File: src/hdl/rtclp_consts.svh
// Offsets, field positions, reset values and timing counts of the RTC core
// Functional notes
// - While run bit set, the 32-bit timer counts up once per oscillator cycle.
// - Alarm fires only when timer exactly equals the 32-bit compare value.
// - With auto reset, timer clears on the same oscillator cycle on which alarm drops.
// - Writing 1 at the alarm flag position enables auto reset.
// - Load: software fills holding bytes, sets load bit; hardware copies, clears it.
// - Snapshot: software sets bit; hardware copies timer to holding bytes, clears it.
// - Load and snapshot work while the timer keeps running.
// - Writing alarm enable as 0 clears the alarm flag.
// - Alarm flag stays high at most one oscillator cycle.
// - Without auto reset, an unchanged compare repeats after 2^32 cycles.
// - Timer wraps from maximum to zero and keeps counting.
// - Alarm event is offered as an output for interrupt, wake or reset.
// - With detector on, oscillator stuck over 100 us sets failure flag.
// - Missing-clock timeout is offered as an output for interrupt, wake, reset.
// - Crystal-valid status is blanked for 2 ms after oscillator turn-on.
// - Bias-doubling bit set to 1 selects doubled oscillator bias.
// - With gain control on, high amplitude reduces the drive current.
// - Internal registers reached through an address port and a data port.
`ifndef RTCLP_CONSTS_SVH
`define RTCLP_CONSTS_SVH

`define RTCLP_OFF_ADDR 12'h000
`define RTCLP_OFF_DATA 12'h004

`define RTCLP_IDX_CAP0 8'h00
`define RTCLP_IDX_CAP1 8'h01
`define RTCLP_IDX_CAP2 8'h02
`define RTCLP_IDX_CAP3 8'h03
`define RTCLP_IDX_CTL 8'h04
`define RTCLP_IDX_OSC 8'h05
`define RTCLP_IDX_LCAP 8'h06
`define RTCLP_IDX_ALM0 8'h08
`define RTCLP_IDX_HOLD4 8'h0C
`define RTCLP_IDX_HOLD5 8'h0D

`define RTCLP_CTL_EN 7
`define RTCLP_CTL_MCLK 6
`define RTCLP_CTL_FAIL 5
`define RTCLP_CTL_RUN 4
`define RTCLP_CTL_AEN 3
`define RTCLP_CTL_ALARM_EVENT_FLAG 2
`define RTCLP_CTL_SET 1
`define RTCLP_CTL_CAP 0
`define RTCLP_OSC_AGC 6
`define RTCLP_OSC_BIAS 5
`define RTCLP_OSC_VLD 4

`define RTCLP_RST_BYTE 8'h00
`define RTCLP_RST_WORD 32'h0000_0000

`define RTCLP_CLK_MHZ 25
`define RTCLP_MISS_US 100
`define RTCLP_MISS_CYC (`RTCLP_MISS_US * `RTCLP_CLK_MHZ)
`define RTCLP_BLANK_MS 2
`define RTCLP_BLANK_CYC (`RTCLP_BLANK_MS * 1000 * `RTCLP_CLK_MHZ)

`endif

File: src/hdl/rtclp_pkg.sv
// Types shared by the RTC core modules
package rtclp_pkg;
  typedef logic [7:0] rtclp_byte_t;
  typedef logic [31:0] rtclp_word_t;
  typedef enum logic [1:0] {PORT_NONE, PORT_ADDR, PORT_DATA} rtclp_port_e;
  typedef enum logic [1:0] {ST_IDLE, ST_WRITE, ST_RDWAIT, ST_RDDONE} rtclp_bus_e;
endpackage

File: src/hdl/rtclp_tmr_if.sv
// Link between register file and timer core
`timescale 1ns/100ps
interface rtclp_tmr_if;
  import rtclp_pkg::*;
  logic oscTick;
  logic run;
  logic aen;
  logic autoRst;
  rtclp_word_t alarmVal;
  logic holdWr;
  logic [2:0] holdIdx;
  rtclp_byte_t holdWdata;
  logic setLoad;
  logic setCap;
  logic clrFlag;
  logic [47:0] hold;
  logic loadReq;
  logic capReq;
  logic alarmFlag;
  modport ctl (output oscTick, run, aen, autoRst, alarmVal, holdWr, holdIdx, holdWdata,
    setLoad, setCap, clrFlag, input hold, loadReq, capReq, alarmFlag);
  modport tmr (input oscTick, run, aen, autoRst, alarmVal, holdWr, holdIdx, holdWdata,
    setLoad, setCap, clrFlag, output hold, loadReq, capReq, alarmFlag);
endinterface

File: src/hdl/rtclp_oscmon.sv
// Missing-clock one-shot and crystal-valid blanking
`timescale 1ns/100ps
`include "rtclp_consts.svh"
module rtclp_oscmon
  import rtclp_pkg::*;
#(
  parameter int unsigned BLANK_CYC = `RTCLP_BLANK_CYC
) (
  input wire logic clk_sys,
  input wire logic reset,
  input wire logic oscEdge,
  input wire logic detEnable,
  input wire logic oscOn,
  input wire logic ampOk,
  output logic failSet,
  output logic clkValid
);
  localparam logic [11:0] MissCyc = 12'(`RTCLP_MISS_CYC);
  localparam logic [15:0] BlankCyc = 16'(BLANK_CYC);
  logic [11:0] miss_reg, miss_next;
  logic [15:0] blank_reg, blank_next;
  logic valid_reg, valid_next;

  assign clkValid = valid_reg;
  // one-shot when stuck for the full window
  assign failSet = detEnable && !oscEdge && (miss_reg == MissCyc - 12'h001);

  always_comb begin
    miss_next = miss_reg;
    blank_next = blank_reg;
    if (oscEdge || !detEnable) begin
      miss_next = 12'h000;
    end else if (miss_reg != MissCyc) begin
      miss_next = miss_reg + 12'h001;
    end
    if (!oscOn) begin
      blank_next = 16'h0000;
    end else if (blank_reg != BlankCyc) begin
      blank_next = blank_reg + 16'h0001;
    end
    valid_next = ampOk && oscOn && (blank_reg == BlankCyc);
  end

  always_ff @(posedge clk_sys or posedge reset) begin
    if (reset) begin
      miss_reg <= 12'h000;
      blank_reg <= 16'h0000;
      valid_reg <= 1'b0;
    end else begin
      miss_reg <= miss_next;
      blank_reg <= blank_next;
      valid_reg <= valid_next;
    end
  end
endmodule

File: src/hdl/rtclp_timer.sv
// Timer counter, alarm comparator and load/snapshot transfers
`timescale 1ns/100ps
`include "rtclp_consts.svh"
module rtclp_timer
  import rtclp_pkg::*;
(
  input wire logic clk_sys,
  input wire logic reset,
  rtclp_tmr_if.tmr t
);
  rtclp_word_t timer_reg, timer_next;
  logic [47:0] hold_reg, hold_next;
  logic load_reg, load_next;
  logic cap_reg, cap_next;
  logic flag_reg, flag_next;
  logic match_reg, match_next;
  logic matchNow;

  assign t.hold = hold_reg;
  assign t.loadReq = load_reg;
  assign t.capReq = cap_reg;
  assign t.alarmFlag = flag_reg;

  always_comb begin
    timer_next = timer_reg;
    hold_next = hold_reg;
    load_next = load_reg | t.setLoad;
    cap_next = cap_reg | t.setCap;
    flag_next = flag_reg;
    match_next = match_reg;
    matchNow = t.aen && (timer_reg == t.alarmVal);
    if (t.holdWr) begin
      hold_next[{t.holdIdx, 3'b000} +: 8] = t.holdWdata;
    end
    if (t.clrFlag) begin
      flag_next = 1'b0;
    end
    if (t.oscTick) begin
      flag_next = matchNow && !match_reg;
      match_next = matchNow;
      // whole word copied in one tick
      if (load_reg) begin
        timer_next = hold_reg[31:0];
        load_next = 1'b0;
      // clear on the tick the flag drops, period compare plus two
      end else if (t.autoRst && flag_reg) begin
        timer_next = `RTCLP_RST_WORD;
      end else if (t.run) begin
        timer_next = timer_reg + 32'h0000_0001;
      end
      if (cap_reg) begin
        hold_next[31:0] = timer_reg;
        cap_next = 1'b0;
      end
    end
  end

  always_ff @(posedge clk_sys or posedge reset) begin
    if (reset) begin
      timer_reg <= `RTCLP_RST_WORD;
      hold_reg <= 48'h0000_0000_0000;
      load_reg <= 1'b0;
      cap_reg <= 1'b0;
      flag_reg <= 1'b0;
      match_reg <= 1'b0;
    end else begin
      timer_reg <= timer_next;
      hold_reg <= hold_next;
      load_reg <= load_next;
      cap_reg <= cap_next;
      flag_reg <= flag_next;
      match_reg <= match_next;
    end
  end
endmodule

File: src/hdl/rtclp_top.sv
// RTC core top: AHB-Lite slave, indirect register file, oscillator controls
//
// The AHB-Lite interface to the registers and the register addresses were left to the implementer.
`timescale 1ns/100ps
`include "rtclp_consts.svh"
module rtclp_top
  import rtclp_pkg::*;
#(
  parameter int unsigned BLANK_CYC = `RTCLP_BLANK_CYC
) (
  input wire logic clk_sys,
  input wire logic reset,
  input wire logic hsel,
  input wire logic [31:0] haddr,
  input wire logic [1:0] htrans,
  input wire logic hwrite,
  input wire logic [2:0] hsize,
  input wire logic [31:0] hwdata,
  input wire logic hready,
  output logic [31:0] hrdata,
  output logic hreadyout,
  output logic hresp,
  input wire logic oscIn,
  input wire logic xtalAmpOk,
  input wire logic ampHigh,
  output logic oscEnable,
  output logic biasDoubleSel,
  output logic agcEnable,
  output logic driveReduce,
  output logic [3:0] loadCapSel,
  output logic alarmEvent,
  output logic oscFailed
);
  rtclp_tmr_if tif();

  // Bus state
  rtclp_bus_e state_reg, state_next;
  rtclp_port_e port_reg, port_next;
  rtclp_word_t hrdata_reg, hrdata_next;
  logic accept;
  logic wrAddr;
  logic wrData;
  rtclp_byte_t rdVal;

  // Register file state
  rtclp_byte_t addr_reg, addr_next;
  logic oscEn_reg, oscEn_next;
  logic mclk_reg, mclk_next;
  logic fail_reg, fail_next;
  logic run_reg, run_next;
  logic aen_reg, aen_next;
  logic autoRst_reg, autoRst_next;
  logic agc_reg, agc_next;
  logic bias_reg, bias_next;
  logic drive_reg, drive_next;
  logic [3:0] lcap_reg, lcap_next;
  rtclp_word_t alarm_reg, alarm_next;
  logic [3:0] slot;
  logic failSet;
  logic clkValid;

  // Oscillator edge state
  logic oscPrev_reg, oscPrev_next;

  // Maps an internal index to a holding byte: {valid, slot}
  function automatic logic [3:0] holdSlot(input rtclp_byte_t idx);
    logic [3:0] r;
    r = 4'h0;
    if (idx[7:2] == 6'h00) begin
      r = {2'b10, idx[1:0]};
    end else if (idx == `RTCLP_IDX_HOLD4) begin
      r = 4'hC;
    end else if (idx == `RTCLP_IDX_HOLD5) begin
      r = 4'hD;
    end
    return r;
  endfunction

  assign hrdata = hrdata_reg;
  assign hreadyout = (state_reg != ST_RDWAIT);
  assign hresp = 1'b0;
  assign slot = holdSlot(addr_reg);

  // address port and data port decode
  assign accept = hsel && htrans[1] && hready;
  assign wrAddr = (state_reg == ST_WRITE) && (port_reg == PORT_ADDR);
  assign wrData = (state_reg == ST_WRITE) && (port_reg == PORT_DATA);

  always_comb begin
    rdVal = 8'h00;
    if (port_reg == PORT_ADDR) begin
      rdVal = addr_reg;
    end else if (port_reg == PORT_DATA) begin
      if (slot[3]) begin
        rdVal = tif.hold[{slot[2:0], 3'b000} +: 8];
      end else if (addr_reg[7:2] == `RTCLP_IDX_ALM0 >> 2) begin
        rdVal = alarm_reg[{addr_reg[1:0], 3'b000} +: 8];
      end else if (addr_reg == `RTCLP_IDX_CTL) begin
        rdVal = {oscEn_reg, mclk_reg, fail_reg, run_reg, aen_reg, tif.alarmFlag,
          tif.loadReq, tif.capReq};
      end else if (addr_reg == `RTCLP_IDX_OSC) begin
        rdVal = 8'h00;
        rdVal[`RTCLP_OSC_AGC] = agc_reg;
        rdVal[`RTCLP_OSC_BIAS] = bias_reg;
        rdVal[`RTCLP_OSC_VLD] = clkValid;
      end else if (addr_reg == `RTCLP_IDX_LCAP) begin
        rdVal = {4'h0, lcap_reg};
      end
    end
  end

  // Bus slave: writes in data phase, reads take one wait state
  always_comb begin
    state_next = state_reg;
    port_next = port_reg;
    hrdata_next = hrdata_reg;
    unique case (state_reg)
      ST_IDLE, ST_WRITE, ST_RDDONE: begin
        state_next = ST_IDLE;
        if (accept) begin
          if (haddr[11:0] == `RTCLP_OFF_ADDR) begin
            port_next = PORT_ADDR;
          end else if (haddr[11:0] == `RTCLP_OFF_DATA) begin
            port_next = PORT_DATA;
          end else begin
            port_next = PORT_NONE;
          end
          state_next = hwrite ? ST_WRITE : ST_RDWAIT;
        end
      end
      ST_RDWAIT: begin
        hrdata_next = {24'h00_0000, rdVal};
        state_next = ST_RDDONE;
      end
    endcase
  end

  always_ff @(posedge clk_sys or posedge reset) begin
    if (reset) begin
      state_reg <= ST_IDLE;
      port_reg <= PORT_NONE;
      hrdata_reg <= `RTCLP_RST_WORD;
    end else begin
      state_reg <= state_next;
      port_reg <= port_next;
      hrdata_reg <= hrdata_next;
    end
  end

  // Register file writes and control strobes
  always_comb begin
    addr_next = addr_reg;
    oscEn_next = oscEn_reg;
    mclk_next = mclk_reg;
    fail_next = fail_reg;
    run_next = run_reg;
    aen_next = aen_reg;
    autoRst_next = autoRst_reg;
    agc_next = agc_reg;
    bias_next = bias_reg;
    lcap_next = lcap_reg;
    alarm_next = alarm_reg;
    tif.holdWr = 1'b0;
    tif.holdIdx = slot[2:0];
    tif.holdWdata = hwdata[7:0];
    tif.setLoad = 1'b0;
    tif.setCap = 1'b0;
    tif.clrFlag = 1'b0;
    if (wrAddr) begin
      addr_next = hwdata[7:0];
    end
    if (wrData) begin
      if (slot[3]) begin
        tif.holdWr = 1'b1;
      end else if (addr_reg[7:2] == `RTCLP_IDX_ALM0 >> 2) begin
        alarm_next[{addr_reg[1:0], 3'b000} +: 8] = hwdata[7:0];
      end else if (addr_reg == `RTCLP_IDX_CTL) begin
        oscEn_next = hwdata[`RTCLP_CTL_EN];
        mclk_next = hwdata[`RTCLP_CTL_MCLK];
        if (!hwdata[`RTCLP_CTL_FAIL]) begin
          fail_next = 1'b0;
        end
        run_next = hwdata[`RTCLP_CTL_RUN];
        aen_next = hwdata[`RTCLP_CTL_AEN];
        tif.clrFlag = !hwdata[`RTCLP_CTL_AEN];
        autoRst_next = hwdata[`RTCLP_CTL_ALARM_EVENT_FLAG];
        tif.setLoad = hwdata[`RTCLP_CTL_SET];
        tif.setCap = hwdata[`RTCLP_CTL_CAP];
      end else if (addr_reg == `RTCLP_IDX_OSC) begin
        agc_next = hwdata[`RTCLP_OSC_AGC];
        bias_next = hwdata[`RTCLP_OSC_BIAS];
      end else if (addr_reg == `RTCLP_IDX_LCAP) begin
        lcap_next = hwdata[3:0];
      end
    end
    if (failSet) begin
      fail_next = 1'b1;
    end
    // reduce drive once amplitude is high
    drive_next = agc_reg && ampHigh;
  end

  always_ff @(posedge clk_sys or posedge reset) begin
    if (reset) begin
      addr_reg <= `RTCLP_RST_BYTE;
      oscEn_reg <= 1'b0;
      mclk_reg <= 1'b0;
      fail_reg <= 1'b0;
      run_reg <= 1'b0;
      aen_reg <= 1'b0;
      autoRst_reg <= 1'b0;
      agc_reg <= 1'b0;
      bias_reg <= 1'b0;
      drive_reg <= 1'b0;
      lcap_reg <= 4'h0;
      alarm_reg <= `RTCLP_RST_WORD;
    end else begin
      addr_reg <= addr_next;
      oscEn_reg <= oscEn_next;
      mclk_reg <= mclk_next;
      fail_reg <= fail_next;
      run_reg <= run_next;
      aen_reg <= aen_next;
      autoRst_reg <= autoRst_next;
      agc_reg <= agc_next;
      bias_reg <= bias_next;
      drive_reg <= drive_next;
      lcap_reg <= lcap_next;
      alarm_reg <= alarm_next;
    end
  end

  // Oscillator input edge tracking
  always_comb begin
    oscPrev_next = oscIn;
  end

  always_ff @(posedge clk_sys or posedge reset) begin
    if (reset) begin
      oscPrev_reg <= 1'b0;
    end else begin
      oscPrev_reg <= oscPrev_next;
    end
  end

  // one tick per oscillator rising edge
  assign tif.oscTick = oscIn && !oscPrev_reg;
  assign tif.run = run_reg;
  assign tif.aen = aen_reg;
  assign tif.autoRst = autoRst_reg;
  assign tif.alarmVal = alarm_reg;

  rtclp_timer u_timer (
    .clk_sys(clk_sys),
    .reset(reset),
    .t(tif.tmr)
  );

  rtclp_oscmon #(
    .BLANK_CYC(BLANK_CYC)
  ) u_oscmon (
    .clk_sys(clk_sys),
    .reset(reset),
    .oscEdge(oscIn ^ oscPrev_reg),
    .detEnable(mclk_reg),
    .oscOn(oscEn_reg),
    .ampOk(xtalAmpOk),
    .failSet(failSet),
    .clkValid(clkValid)
  );

  assign oscEnable = oscEn_reg;
  assign biasDoubleSel = bias_reg;
  assign agcEnable = agc_reg;
  assign driveReduce = drive_reg;
  assign loadCapSel = lcap_reg;
  assign alarmEvent = tif.alarmFlag;
  assign oscFailed = fail_reg;
endmodule

File: config.mk
export PLATFORM = sky130hd
export DESIGN_NAME = rtclp_top
export DESIGN_NICKNAME = d
export VERILOG_FILES = /design/src/hdl/rtclp_pkg.sv /design/src/hdl/rtclp_tmr_if.sv /design/src/hdl/rtclp_oscmon.sv /design/src/hdl/rtclp_timer.sv /design/src/hdl/rtclp_top.sv
export VERILOG_INCLUDE_DIRS = /design/src /design/src/hdl
export SDC_FILE = /design/constraint.sdc
export NUM_CORES = 1
export LEC_CHECK = 0
export ABC_AREA = 1
export BUFFER_PORTS_ARGS = -buffer_cell sky130_fd_sc_hd__buf_4
export CAP_MARGIN = 10
export CORE_MARGIN = 3
export CORE_UTILIZATION = 45
export CTS_CLUSTER_SIZE = 10
export DETAILED_ROUTE_END_ITERATION = 8
export GPL_ROUTABILITY_DRIVEN = 1
export PLACE_DENSITY_LB_ADDON = 0.3
export SLEW_MARGIN = 40
export SYNTH_ARGS = -nofsm -noshare
export SYNTH_HDL_FRONTEND = slang
export SYNTH_SLANG_ARGS = --single-unit
File: constraint.sdc
create_clock -name clk_sys -period 6.8 [get_ports clk_sys]
set_input_delay 1.02 -clock clk_sys [delete_from_list [all_inputs] [get_ports clk_sys]]
set_output_delay 1.02 -clock clk_sys [all_outputs]
set_load 0.005 [all_outputs]
After elaboration in Yosys (flattened, before gate mapping)
Index checks and enable logic that the tools add are counted.
{"block": "classes", "n_addsub": 5, "n_eq_ne": 22, "shifts": 6, "mux": 53, "n_bitwise": 7, "reduce_logical": 35}
{"cell": "2-to-1 mux 32 bit", "count": 6}
{"cell": "bitwise mux 48 bit", "count": 1}
{"cell": "variable shift 8 x 8 -> 48 bit, first input constant", "count": 1}
{"cell": "indexed part select 48 x 7 -> 8 bit", "count": 1}
{"cell": "indexed part select 8 x 8 -> 48 bit", "count": 1}
{"cell": "2-to-1 mux 8 bit", "count": 5}
{"cell": "adder 32 x 1 -> 32 bit, second input constant", "count": 1}
{"cell": "bitwise mux 32 bit", "count": 1}
{"cell": "equality test 32 bit", "count": 1}
{"cell": "2-to-1 mux 16 bit", "count": 2}
{"cell": "variable shift 8 x 7 -> 32 bit, first input constant", "count": 1}
{"cell": "indexed part select 32 x 6 -> 8 bit", "count": 1}
{"cell": "indexed part select 8 x 7 -> 32 bit", "count": 1}
{"cell": "2-to-1 mux 1 bit", "count": 26}
{"cell": "equality test 8 x 3 -> 1 bit, second input constant", "count": 3}
{"cell": "2-to-1 mux 12 bit", "count": 2}
{"cell": "adder 16 x 1 -> 16 bit, second input constant", "count": 1}
{"cell": "equality test 16 bit, second input constant", "count": 1}
{"cell": "equality test 8 x 4 -> 1 bit, second input constant", "count": 2}
{"cell": "2-to-1 mux 4 bit", "count": 4}
{"cell": "inequality test 16 bit, second input constant", "count": 1}
{"cell": "logical AND 1 bit", "count": 13}
{"cell": "adder 12 x 1 -> 12 bit, second input constant", "count": 1}
{"cell": "equality test 12 bit, second input constant", "count": 1}
{"cell": "other kinds (28)", "count": 50}
{"block": "totals", "register_bits": 179, "inputBits": 77, "out_inout_bits": 44, "wordCells": 154}

Longest topological paths before layout
Gate-level depths: netlist (run 1).
{"block": "depth", "word_depth": 10, "mapped_depth": 21, "mapped_depth_nobuf": 16}

Hierarchy
From an unflattened synthesis (run 1), not the netlist that was laid out.
{"block": "unflattened", "hier_cells": 1645, "hier_area_um2": 11513.5}
{"mod": "rtclp_timer", "instances": 1, "cells_each": 770, "area_per_inst_um2": 5347.6, "seq_area_each_um2": 2102.0}
{"mod": "rtclp_top", "instances": 1, "cells_each": 621, "area_per_inst_um2": 4361.7, "seq_area_each_um2": 1651.6}
{"mod": "rtclp_oscmon", "instances": 1, "cells_each": 254, "area_per_inst_um2": 1804.2, "seq_area_each_um2": 725.7}

Least setup slack after synthesis (run 1)
No wires, ideal clock.
{"block": "synth_path", "kind": "register to register", "from": "register addr_reg[1]", "to": "register u_timer.hold_reg[10], in the netlist u_timer.t.hold[10]", "setup_ns": 0.120, "t_arrival_ns": 3.383, "required_ns": 6.680, "setup_slack_ns": 3.298, "stages_incl_launch_ff": 19, "path_buffers": 3, "period_less_slack_ns": 3.502, "path_cell_list": "dfrtp_1 > clkbuf_1 > inv_1 > clkbuf_1 > ha_1 > inv_1 > nor2_2 > nand4_1 > nand2_1 > inv_1 > clkbuf_1 > ha_1 > clkinv_1 > nor3_2 > nand2_1 > nand2_1 > nand3_1 > o21ai_0 > inv_1"}
{"block": "synth_between", "elab_chain_cells": 10, "word_cells_on_any_way": 14, "classes_between": "add/sub: 1; eq/ne: 2; shift: 2; mux: 9"}
{"element": "from (decl)", "line": "rtclp_top.sv:46", "text": "rtclp_byte_t addr_reg, addr_next;"}
{"element": "from (signal assigned)", "line": "rtclp_top.sv:205", "text": "addr_reg <= `RTCLP_RST_BYTE;"}
{"element": "from (signal assigned)", "line": "rtclp_top.sv:218", "text": "addr_reg <= addr_next;"}
{"element": "equality test 8 x 4 -> 1 bit (no line)"}
{"element": "2-to-1 mux 4 bit", "line": "rtclp_top.sv:73", "text": "end else if (idx == `RTCLP_IDX_HOLD5) begin"}
{"element": "2-to-1 mux 4 bit", "line": "rtclp_top.sv:71", "text": "end else if (idx == `RTCLP_IDX_HOLD4) begin"}
{"element": "2-to-1 mux 4 bit *", "line": "rtclp_top.sv:69", "text": "if (idx[7:2] == 6'h00) begin"}
{"element": "negation 6 -> 8 bit", "line": "rtclp_timer.sv:33", "text": "hold_next[{t.holdIdx, 3'b000} +: 8] = t.holdWdata;"}
{"element": "indexed part select 8 x 8 -> 48 bit or variable shift 8 x 8 -> 48 bit (tied branches)", "line": "rtclp_timer.sv:33"}
{"element": "bitwise mux 48 bit", "line": "rtclp_timer.sv:33"}
{"element": "2-to-1 mux 32 bit *", "line": "rtclp_timer.sv:32", "text": "if (t.holdWr) begin"}
{"element": "2-to-1 mux 32 bit", "line": "rtclp_timer.sv:51", "text": "if (cap_reg) begin"}
{"element": "2-to-1 mux 32 bit *", "line": "rtclp_timer.sv:38", "text": "if (t.oscTick) begin"}
{"element": "net u_timer.hold_next[10]", "line": "rtclp_timer.sv:12", "text": "logic [47:0] hold_reg, hold_next;"}
{"element": "to (signal assigned)", "line": "rtclp_timer.sv:68", "text": "hold_reg <= hold_next;"}
{"element": "to (decl)", "line": "rtclp_timer.sv:12"}
The timed path passes the listed nets; every way through them passes the cells marked *.
A chain may end at the register's enable or synchronous reset.

Worst setup path in the final report (run 1)
{"block": "layout_path", "from": "register addr_reg[0]", "to": "register u_timer.hold_reg[13], in the netlist u_timer.t.hold[13]"}
Same word-level chain as after synthesis.

==> results_dict.tcl, run 1 <==
set metrics [dict create \
    status "completed" \
    synth-edff-count 0 \
    crit_arrival_ns 5.06 \
    syn_inst 1477 \
    yosys_most_used_dff "dfrtp_1" \
    rsz0062_at_grt "no" \
    grt.overflow.total 0 \
    p_sw_mw 1.54 \
    cts_setup_buffers 0 \
    final-hold-violation-count 0 \
    finalSetupViolations 0 \
    period_share_pct 69.6 \
    dieArea_um2 25700 \
    critPathCapture "u_timer.t.hold[13]$_DFF_PP0_" \
    slowest_stage "dfrtp_2" \
    clk_pin_slew_worst_paths_ns 0.07 \
    yosysUniqueCellTypes 48 \
    avgSynthCellArea_um2 7.25 \
    r2r_end "u_timer.t.hold[13]$_DFF_PP0_" \
    portBuffers 47 \
    grt_max_degree 124 \
    fmax_ghz 0.211 \
    ant_nets 0 \
    syn2layout_area_growth_pct 10.3 \
    layout.cells.non_filler 1824 \
    dpl_cell_area_um2 11200 \
    drive_gt1_share_pct 7.68 \
    combPwrFrac_pct 30.3 \
    critPathKind "reg2reg" \
    worstPathMaxFanout 32 \
    r2r_slack_ns 2.07 \
    clockBufferDepth 2 \
    cts_hold_buf 0 \
    synth-async-reset-ratio_pct 100 \
    final_core_util_pct 51.3 \
    clock-sinks 179 \
    fp.dieH_um 160 \
    drv_slew 0 \
    finalWeightedCongestion 0.987 \
    cts-resized-gates 0 \
    wl_per_cell_um 17.9 \
    swShare_pct 41.6 \
    slew_headroom_pct 44.0 \
    num-nets-final 1588 \
    tns_ns 0 \
    insertion_delay_ns 0.45 \
    cts_buffers 17 \
    antenna_found_initial 1 \
    reg2reg_from "addr_reg[0]$_DFFE_PP0P_" \
    grt_pass1_wl_um 51000 \
    ys_ff_latch 179 \
    io_pins 121 \
    critPathLaunchType "register" \
    syn_area_um2 10700 \
    cap_viol_max_count 0 \
    post-route-cell-area_um2 11800 \
    end_kind "register" \
    avgViaCountPerCell 5.73 \
    antennaDiodeCount 0 \
    powerDensity_nw_per_um2 314 \
    ir_drop_mv 0.172 \
    dp_hpwl_um 23400 \
    gr-usage-all-layers_pct 25.1 \
    initial_core_util_pct 46.6 \
    rows 55 \
    core-area_um2 23000 \
    drc 0 \
    drt-pass1-iter-count 6 \
    grt_pass1_vias 9476 \
    worst_slew_pin_slew_ns 0.840 \
    dpl.cell_count 1793 \
    p_int_mw 2.16 \
    vias 10500 \
    cts_tree "built" \
    power_frac_clock_pct 27.6 \
    postRouteWirelength_um 32700 \
    layout_min_cycle_time_ns 4.73 \
    die_x_um 160 \
    required_ns 7.13 \
    max_stage_delay_ns 0.71 \
    seqPwrFrac_pct 42.1 \
    root_buffer "clkbuf_16" \
    largest_register_ffs 48 \
    skew_ns 0.0158 \
    ff2ff_path_depth 14 \
    p_total_mw 3.71 \
    drt_iter0_markers 1341 \
    yosysWarnings 0 \
    crit_start "addr_reg[0]$_DFFE_PP0P_" \
    h-tree-depth 4 \
    crit_chain "inv_1 > ha_1 > inv_2 > nand4_1 > nand2_1 > inv_1 > ha_1 > clkinv_1 > nor3_2 > nand2_1 > nand2_1 > nand3_1 > o21ai_0 > inv_1" \
    seq_area_frac_synth_pct 41.9 \
    fill_cells 2271 \
    min_path_type "reg2reg" \
    p_leak_nw 5.76 \
]
cell usage in the layout, fill, tap and decap left out, types with 3 or more instances in the layout:
cell type,instances
nand4_1,37
inv_1,201
xnor2_1,10
nand2_1,335
xor2_1,7
inv_2,3
a21oi_1,97
o21ai_1,3
nor2_1,97
o21a_1,4
a31oi_1,5
a22oi_1,17
nor2_4,3
nand3_1,142
o221ai_1,3
o21ai_2,8
o31ai_1,9
o2111ai_1,3
conb_1,25
buf_4,52
inv_6,3
o211ai_1,11
nor3_1,32
o21ai_0,140
nor4_1,5
dfrtp_1,178
ha_1,12
o22ai_1,13
clkbuf_16,17
inv_8,4
a32oi_1,3
or2_2,3
nor2_2,4
clkinv_4,3
worst min path at each step:
stage,to,startpoint,depth (start not counted),slack [ns]
4_1_cts,u_timer.t.alarmFlag$_DFFE_PP0P_,u_timer.match_reg$_DFFE_PP0P_,1,0.46
5_1_grt,u_timer.t.alarmFlag$_DFFE_PP0P_,u_timer.match_reg$_DFFE_PP0P_,1,0.47
3_5_place_dp,u_timer.t.alarmFlag$_DFFE_PP0P_,u_timer.match_reg$_DFFE_PP0P_,1,0.45
2_1_floorplan,u_timer.t.alarmFlag$_DFFE_PP0P_,u_timer.match_reg$_DFFE_PP0P_,1,0.43
6_report,u_timer.t.alarmFlag$_DFFE_PP0P_,u_timer.match_reg$_DFFE_PP0P_,1,0.45
3_3_place_gp,u_timer.t.alarmFlag$_DFFE_PP0P_,u_timer.match_reg$_DFFE_PP0P_,1,0.44
logic make-up (layout without fill, tap and decap cells):
logic type / after synthesis / after routing / synth area share (%)
buffers and inverters: 279 / 289 / 10.9
AOI/OAI and AO/OA: 320 / 320 / 16.9
adders and majority gates: 12 / 12 / 1.40
other: 1 / 25 / 0.0350
xor gates and xnor gates: 17 / 17 / 1.39
DFF: 179 / 179 / 41.9
and+or+nand+nor: 669 / 669 / 27.5
layout make-up:
class | instances | area [um^2] | share of cell area (%)
inverter | 206 | 786 | 6.66
sequential | 179 | 4480 | 38.0
multi-input combinational | 1043 | 5150 | 43.7
tap | 313 | 392 | 3.32
clock inverter | 13 | 160 | 1.36
timing repair buffer | 52 | 390 | 3.31
clock buffer | 18 | 439 | 3.72
worst max-delay path, delay by kind of cell (launching register included):
family / cells / cell delay (ns)
AND/OR/NAND/NOR: 6 / 1.67
buffers and inverters: 5 / 1.22
adder cells (fa/ha/maj): 2 / 0.89
flip-flops: 1 / 0.71
AO/OA/AOI/OAI: 1 / 0.10
Yosys cell counts, drive strengths merged (17+ instances only):
cell / number / area [um^2]
nand2: 339 / 1290
inv: 205 / 769
dfrtp: 179 / 4480
o21ai: 152 / 802
nand3: 143 / 721
nor2: 104 / 423
a21oi: 97 / 485
buf: 39 / 263
nand4: 38 / 253
nor3: 35 / 191
clkbuf: 34 / 129
a22oi: 17 / 128
layer usage:
layer  track usage [%]  up-vias  share of wire [%]
met5                 0        -              0.077
met2              38.6      546                 44
met4              8.01        2                3.9
met1              35.7     4905                 42
met3              4.98      103                 10
li1                  -     4897                  -
per-stage QoR:
stage	worst slack [ns]	hold WS [ns]
2_1_floorplan	0.921	0.428
3_3_place_gp	1.92	0.438
3_5_place_dp	2.25	0.448
4_1_cts	2.22	0.464
5_1_grt	1.70	0.471
6_report	2.07	0.454
power by group through the flow:
| stage | clock [mW] | sequential (mW) | combinational, mW |
|---|---|---|---|
| floorplan | 0 | 1.40 | 0.858 |
| global placement | 0 | 1.56 | 1.07 |
| detailed placement | 0 | 1.56 | 1.10 |
| CTS | 1.03 | 1.54 | 1.10 |
| global route | 1.08 | 1.57 | 1.26 |
| finish | 1.02 | 1.56 | 1.12 |
(Power assumes the default switching activity.)
==> run 2: changes to the inputs <==
==> constraint.sdc (replaced) <==
create_clock -name clk_sys -period 4.2 [get_ports clk_sys]
set_input_delay 0.63 -clock clk_sys [delete_from_list [all_inputs] [get_ports clk_sys]]
set_output_delay 0.63 -clock clk_sys [all_outputs]
set_load 0.005 [all_outputs]
==> run 2 against run 1 <==
Against the previous run:
- sequential cell count unchanged
- highest routed layer is now met4
- critical path depth up 3
- sequential share of layout area down 0.45 points
- register-to-register slack worse by 1.5 ns
- clock skew about the same
- die area unchanged
- non-clock buffer count up 14
- wire length up 1.5%
- first-iteration DRC count down 0.75%
- combinational power up 71%
- largest cell class unchanged
- fmax up 29%
==> results_dict.tcl, run 2 (same netlist as run 1, synthesis figures left out) <==
set metrics [dict create \
    status "completed" \
    syn2layout_area_growth_pct 11.6 \
    cts_buffers 17 \
    dieArea_um2 25700 \
    root_buffer "clkbuf_16" \
    portBuffers 47 \
    p_sw_mw 2.53 \
    powerDensity_nw_per_um2 503 \
    final-hold-violation-count 0 \
    clock-sinks 179 \
    final_core_util_pct 51.9 \
    critPathLaunchType "register" \
    setup_ws_ns 0.539 \
    skew_ns 0.0159 \
    drive_gt1_share_pct 8.52 \
    end_kind "register" \
    seqPwrFrac_pct 41.2 \
    clockBufferDepth 2 \
    layout.cells.non_filler 1839 \
    drv_slew 0 \
    layout_min_cycle_time_ns 3.66 \
    layout_common_cells "333 x nand2_1, 201 x inv_1, 179 x dfrtp_1, 142 x nand3_1, 140 x o21ai_0" \
    critPathKind "reg2reg" \
    drt_iter0_markers 1331 \
    finalSetupViolations 0 \
    clk_pin_slew_worst_paths_ns 0.08 \
    seqCellArea_um2 4480 \
    num-nets-final 1602 \
    io_pins 121 \
    largest_register_ffs 48 \
    avgViaCountPerCell 5.63 \
    antennaDiodeCount 0 \
    grt.overflow.total 0 \
    rows 55 \
    grt_pass1_vias 9692 \
    p_int_mw 3.47 \
    core-area_um2 23000 \
    multi_input_area_um2 5150 \
    antenna_found_initial 0 \
    postRouteWirelength_um 33200 \
    post-route-cell-area_um2 11900 \
    initial_core_util_pct 46.6 \
    vias 10300 \
    fill_cells 2285 \
    tns_ns 0 \
    dpl.cell_count 1807 \
    ir_drop_mv 0.287 \
    period_share_pct 87.2 \
    cts_tree "built" \
    post-place-ws_ns 0.467 \
    h-tree-depth 4 \
    dp_hpwl_um 24100 \
    slew_headroom_pct 41.7 \
    combPwrFrac_pct 32.0 \
    grt_max_degree 67 \
    fmax_ghz 0.273 \
    power_frac_clock_pct 26.8 \
    gr-usage-all-layers_pct 25.7 \
    final_common_cell "nand2_1" \
    wl_per_cell_um 18.0 \
    worst_slew_pin_slew_ns 0.867 \
    crit_arrival_ns 4.00 \
    cap_viol_max_count 0 \
    die_x_um 160 \
    fp.dieH_um 160 \
    required_ns 4.54 \
    rsz0062_at_grt "no" \
    swShare_pct 42.2 \
    ant_nets 0 \
    finalWeightedCongestion 1.00 \
    worstPathMaxFanout 15 \
    p_leak_nw 5.83 \
    drt-pass1-iter-count 6 \
    grt_pass1_wl_um 52300 \
    drc 0 \
    insertion_delay_ns 0.45 \
    dpl_cell_area_um2 11300 \
    min_path_type "in2async" \
    cts_hold_buf 0 \
]
## run 2: changes by cell type in the layout (fill, tap and decap cells not counted), moves of 2 or more
| cell | change |
|---|---|
| buf_4 | +10 |
| buf_12 | +3 |
| clkinvlp_4 | +2 |
| inv_6 | -2 |
| nand2_1 | -2 |
| nand2_2 | +2 |
## run 2: what timing repair did
action / 4_1_cts / 5_1_grt
hold endpoints to repair: 0 / 0
buffers inserted: 0 / 0
resized for setup: 0 / 1
setup endpoints to repair: 0 / 1
## run 2: area by class of cell
type | count | share of cell area [%]
tap | 313 | 3.28
multi-input combinational | 1043 | 43.2
clock inverter | 14 | 1.31
inverter | 206 | 6.51
clock buffer | 18 | 3.59
timing repair buffer | 66 | 4.63
sequential | 179 | 37.5
## run 2: worst max-delay path: stages, from the launching register on
cell and delay, ns:
dfrtp_1 0.38, inv_1 0.11, buf_4 0.22, ha_1 0.19, inv_1 0.11, nor2_2 0.19
nand4_1 0.10, buf_4 0.20, nand2_2 0.24, inv_1 0.11, ha_1 0.38, clkinv_1 0.29
nor3_2 0.43, nand2_1 0.28, nand2_1 0.12, nand3_1 0.06, o21ai_0 0.08, inv_1 0.06
## run 2: power groups by stage
stage / registers (mW) / logic [mW] / clock network (mW)
after floorplan: 2.27 / 1.39 / 0
after global placement: 2.47 / 1.83 / 0
after detailed placement: 2.47 / 1.87 / 0
after CTS: 2.44 / 1.89 / 1.62
after global routing: 2.49 / 2.17 / 1.68
final: 2.47 / 1.92 / 1.61
## run 2: final timing paths
check,startpoint,end,slack (ns),cells past startpoint
max in group asynchronous,reset,alarm_reg[17]$_DFFE_PP0P_,3.17,5
hold / removal,reset,u_timer.t.hold[5]$_DFF_PP0_,0.21,3
hold reg to reg,u_oscmon.miss_reg[11]$_DFFE_PP0P_,u_oscmon.miss_reg[11]$_DFFE_PP0P_,0.46,1
min in group clk_sys,oscIn,oscPrev_reg$_DFF_PP0_,0.30,1
setup / recovery,addr_reg[1]$_DFFE_PP0P_,u_timer.t.hold[14]$_DFF_PP0_,0.54,17
setup reg to reg,addr_reg[1]$_DFFE_PP0P_,u_timer.t.hold[14]$_DFF_PP0_,0.54,17
## run 2: metrics by stage
step	hold slack, ns	power, mW
2_1_floorplan	0.428	3.66
3_3_place_gp	0.436	4.30
3_5_place_dp	0.454	4.34
4_1_cts	0.207	5.95
5_1_grt	0.223	6.34
6_report	0.206	6.00
## run 2: metal layers
| metal | vias to the layer above | share of wire, % | global-route usage [%] | wire (um) |
|---|---|---|---|---|
| met3 | 114 | 10 | 5.65 | 3320 |
| met5 | - | 0 | 0 | 0 |
| met2 | 533 | 44 | 39.0 | 14500 |
| met1 | 4778 | 42 | 35.5 | 13900 |
| met4 | 0 | 4.5 | 11.0 | 1500 |
| li1 | 4920 | - | - | - |
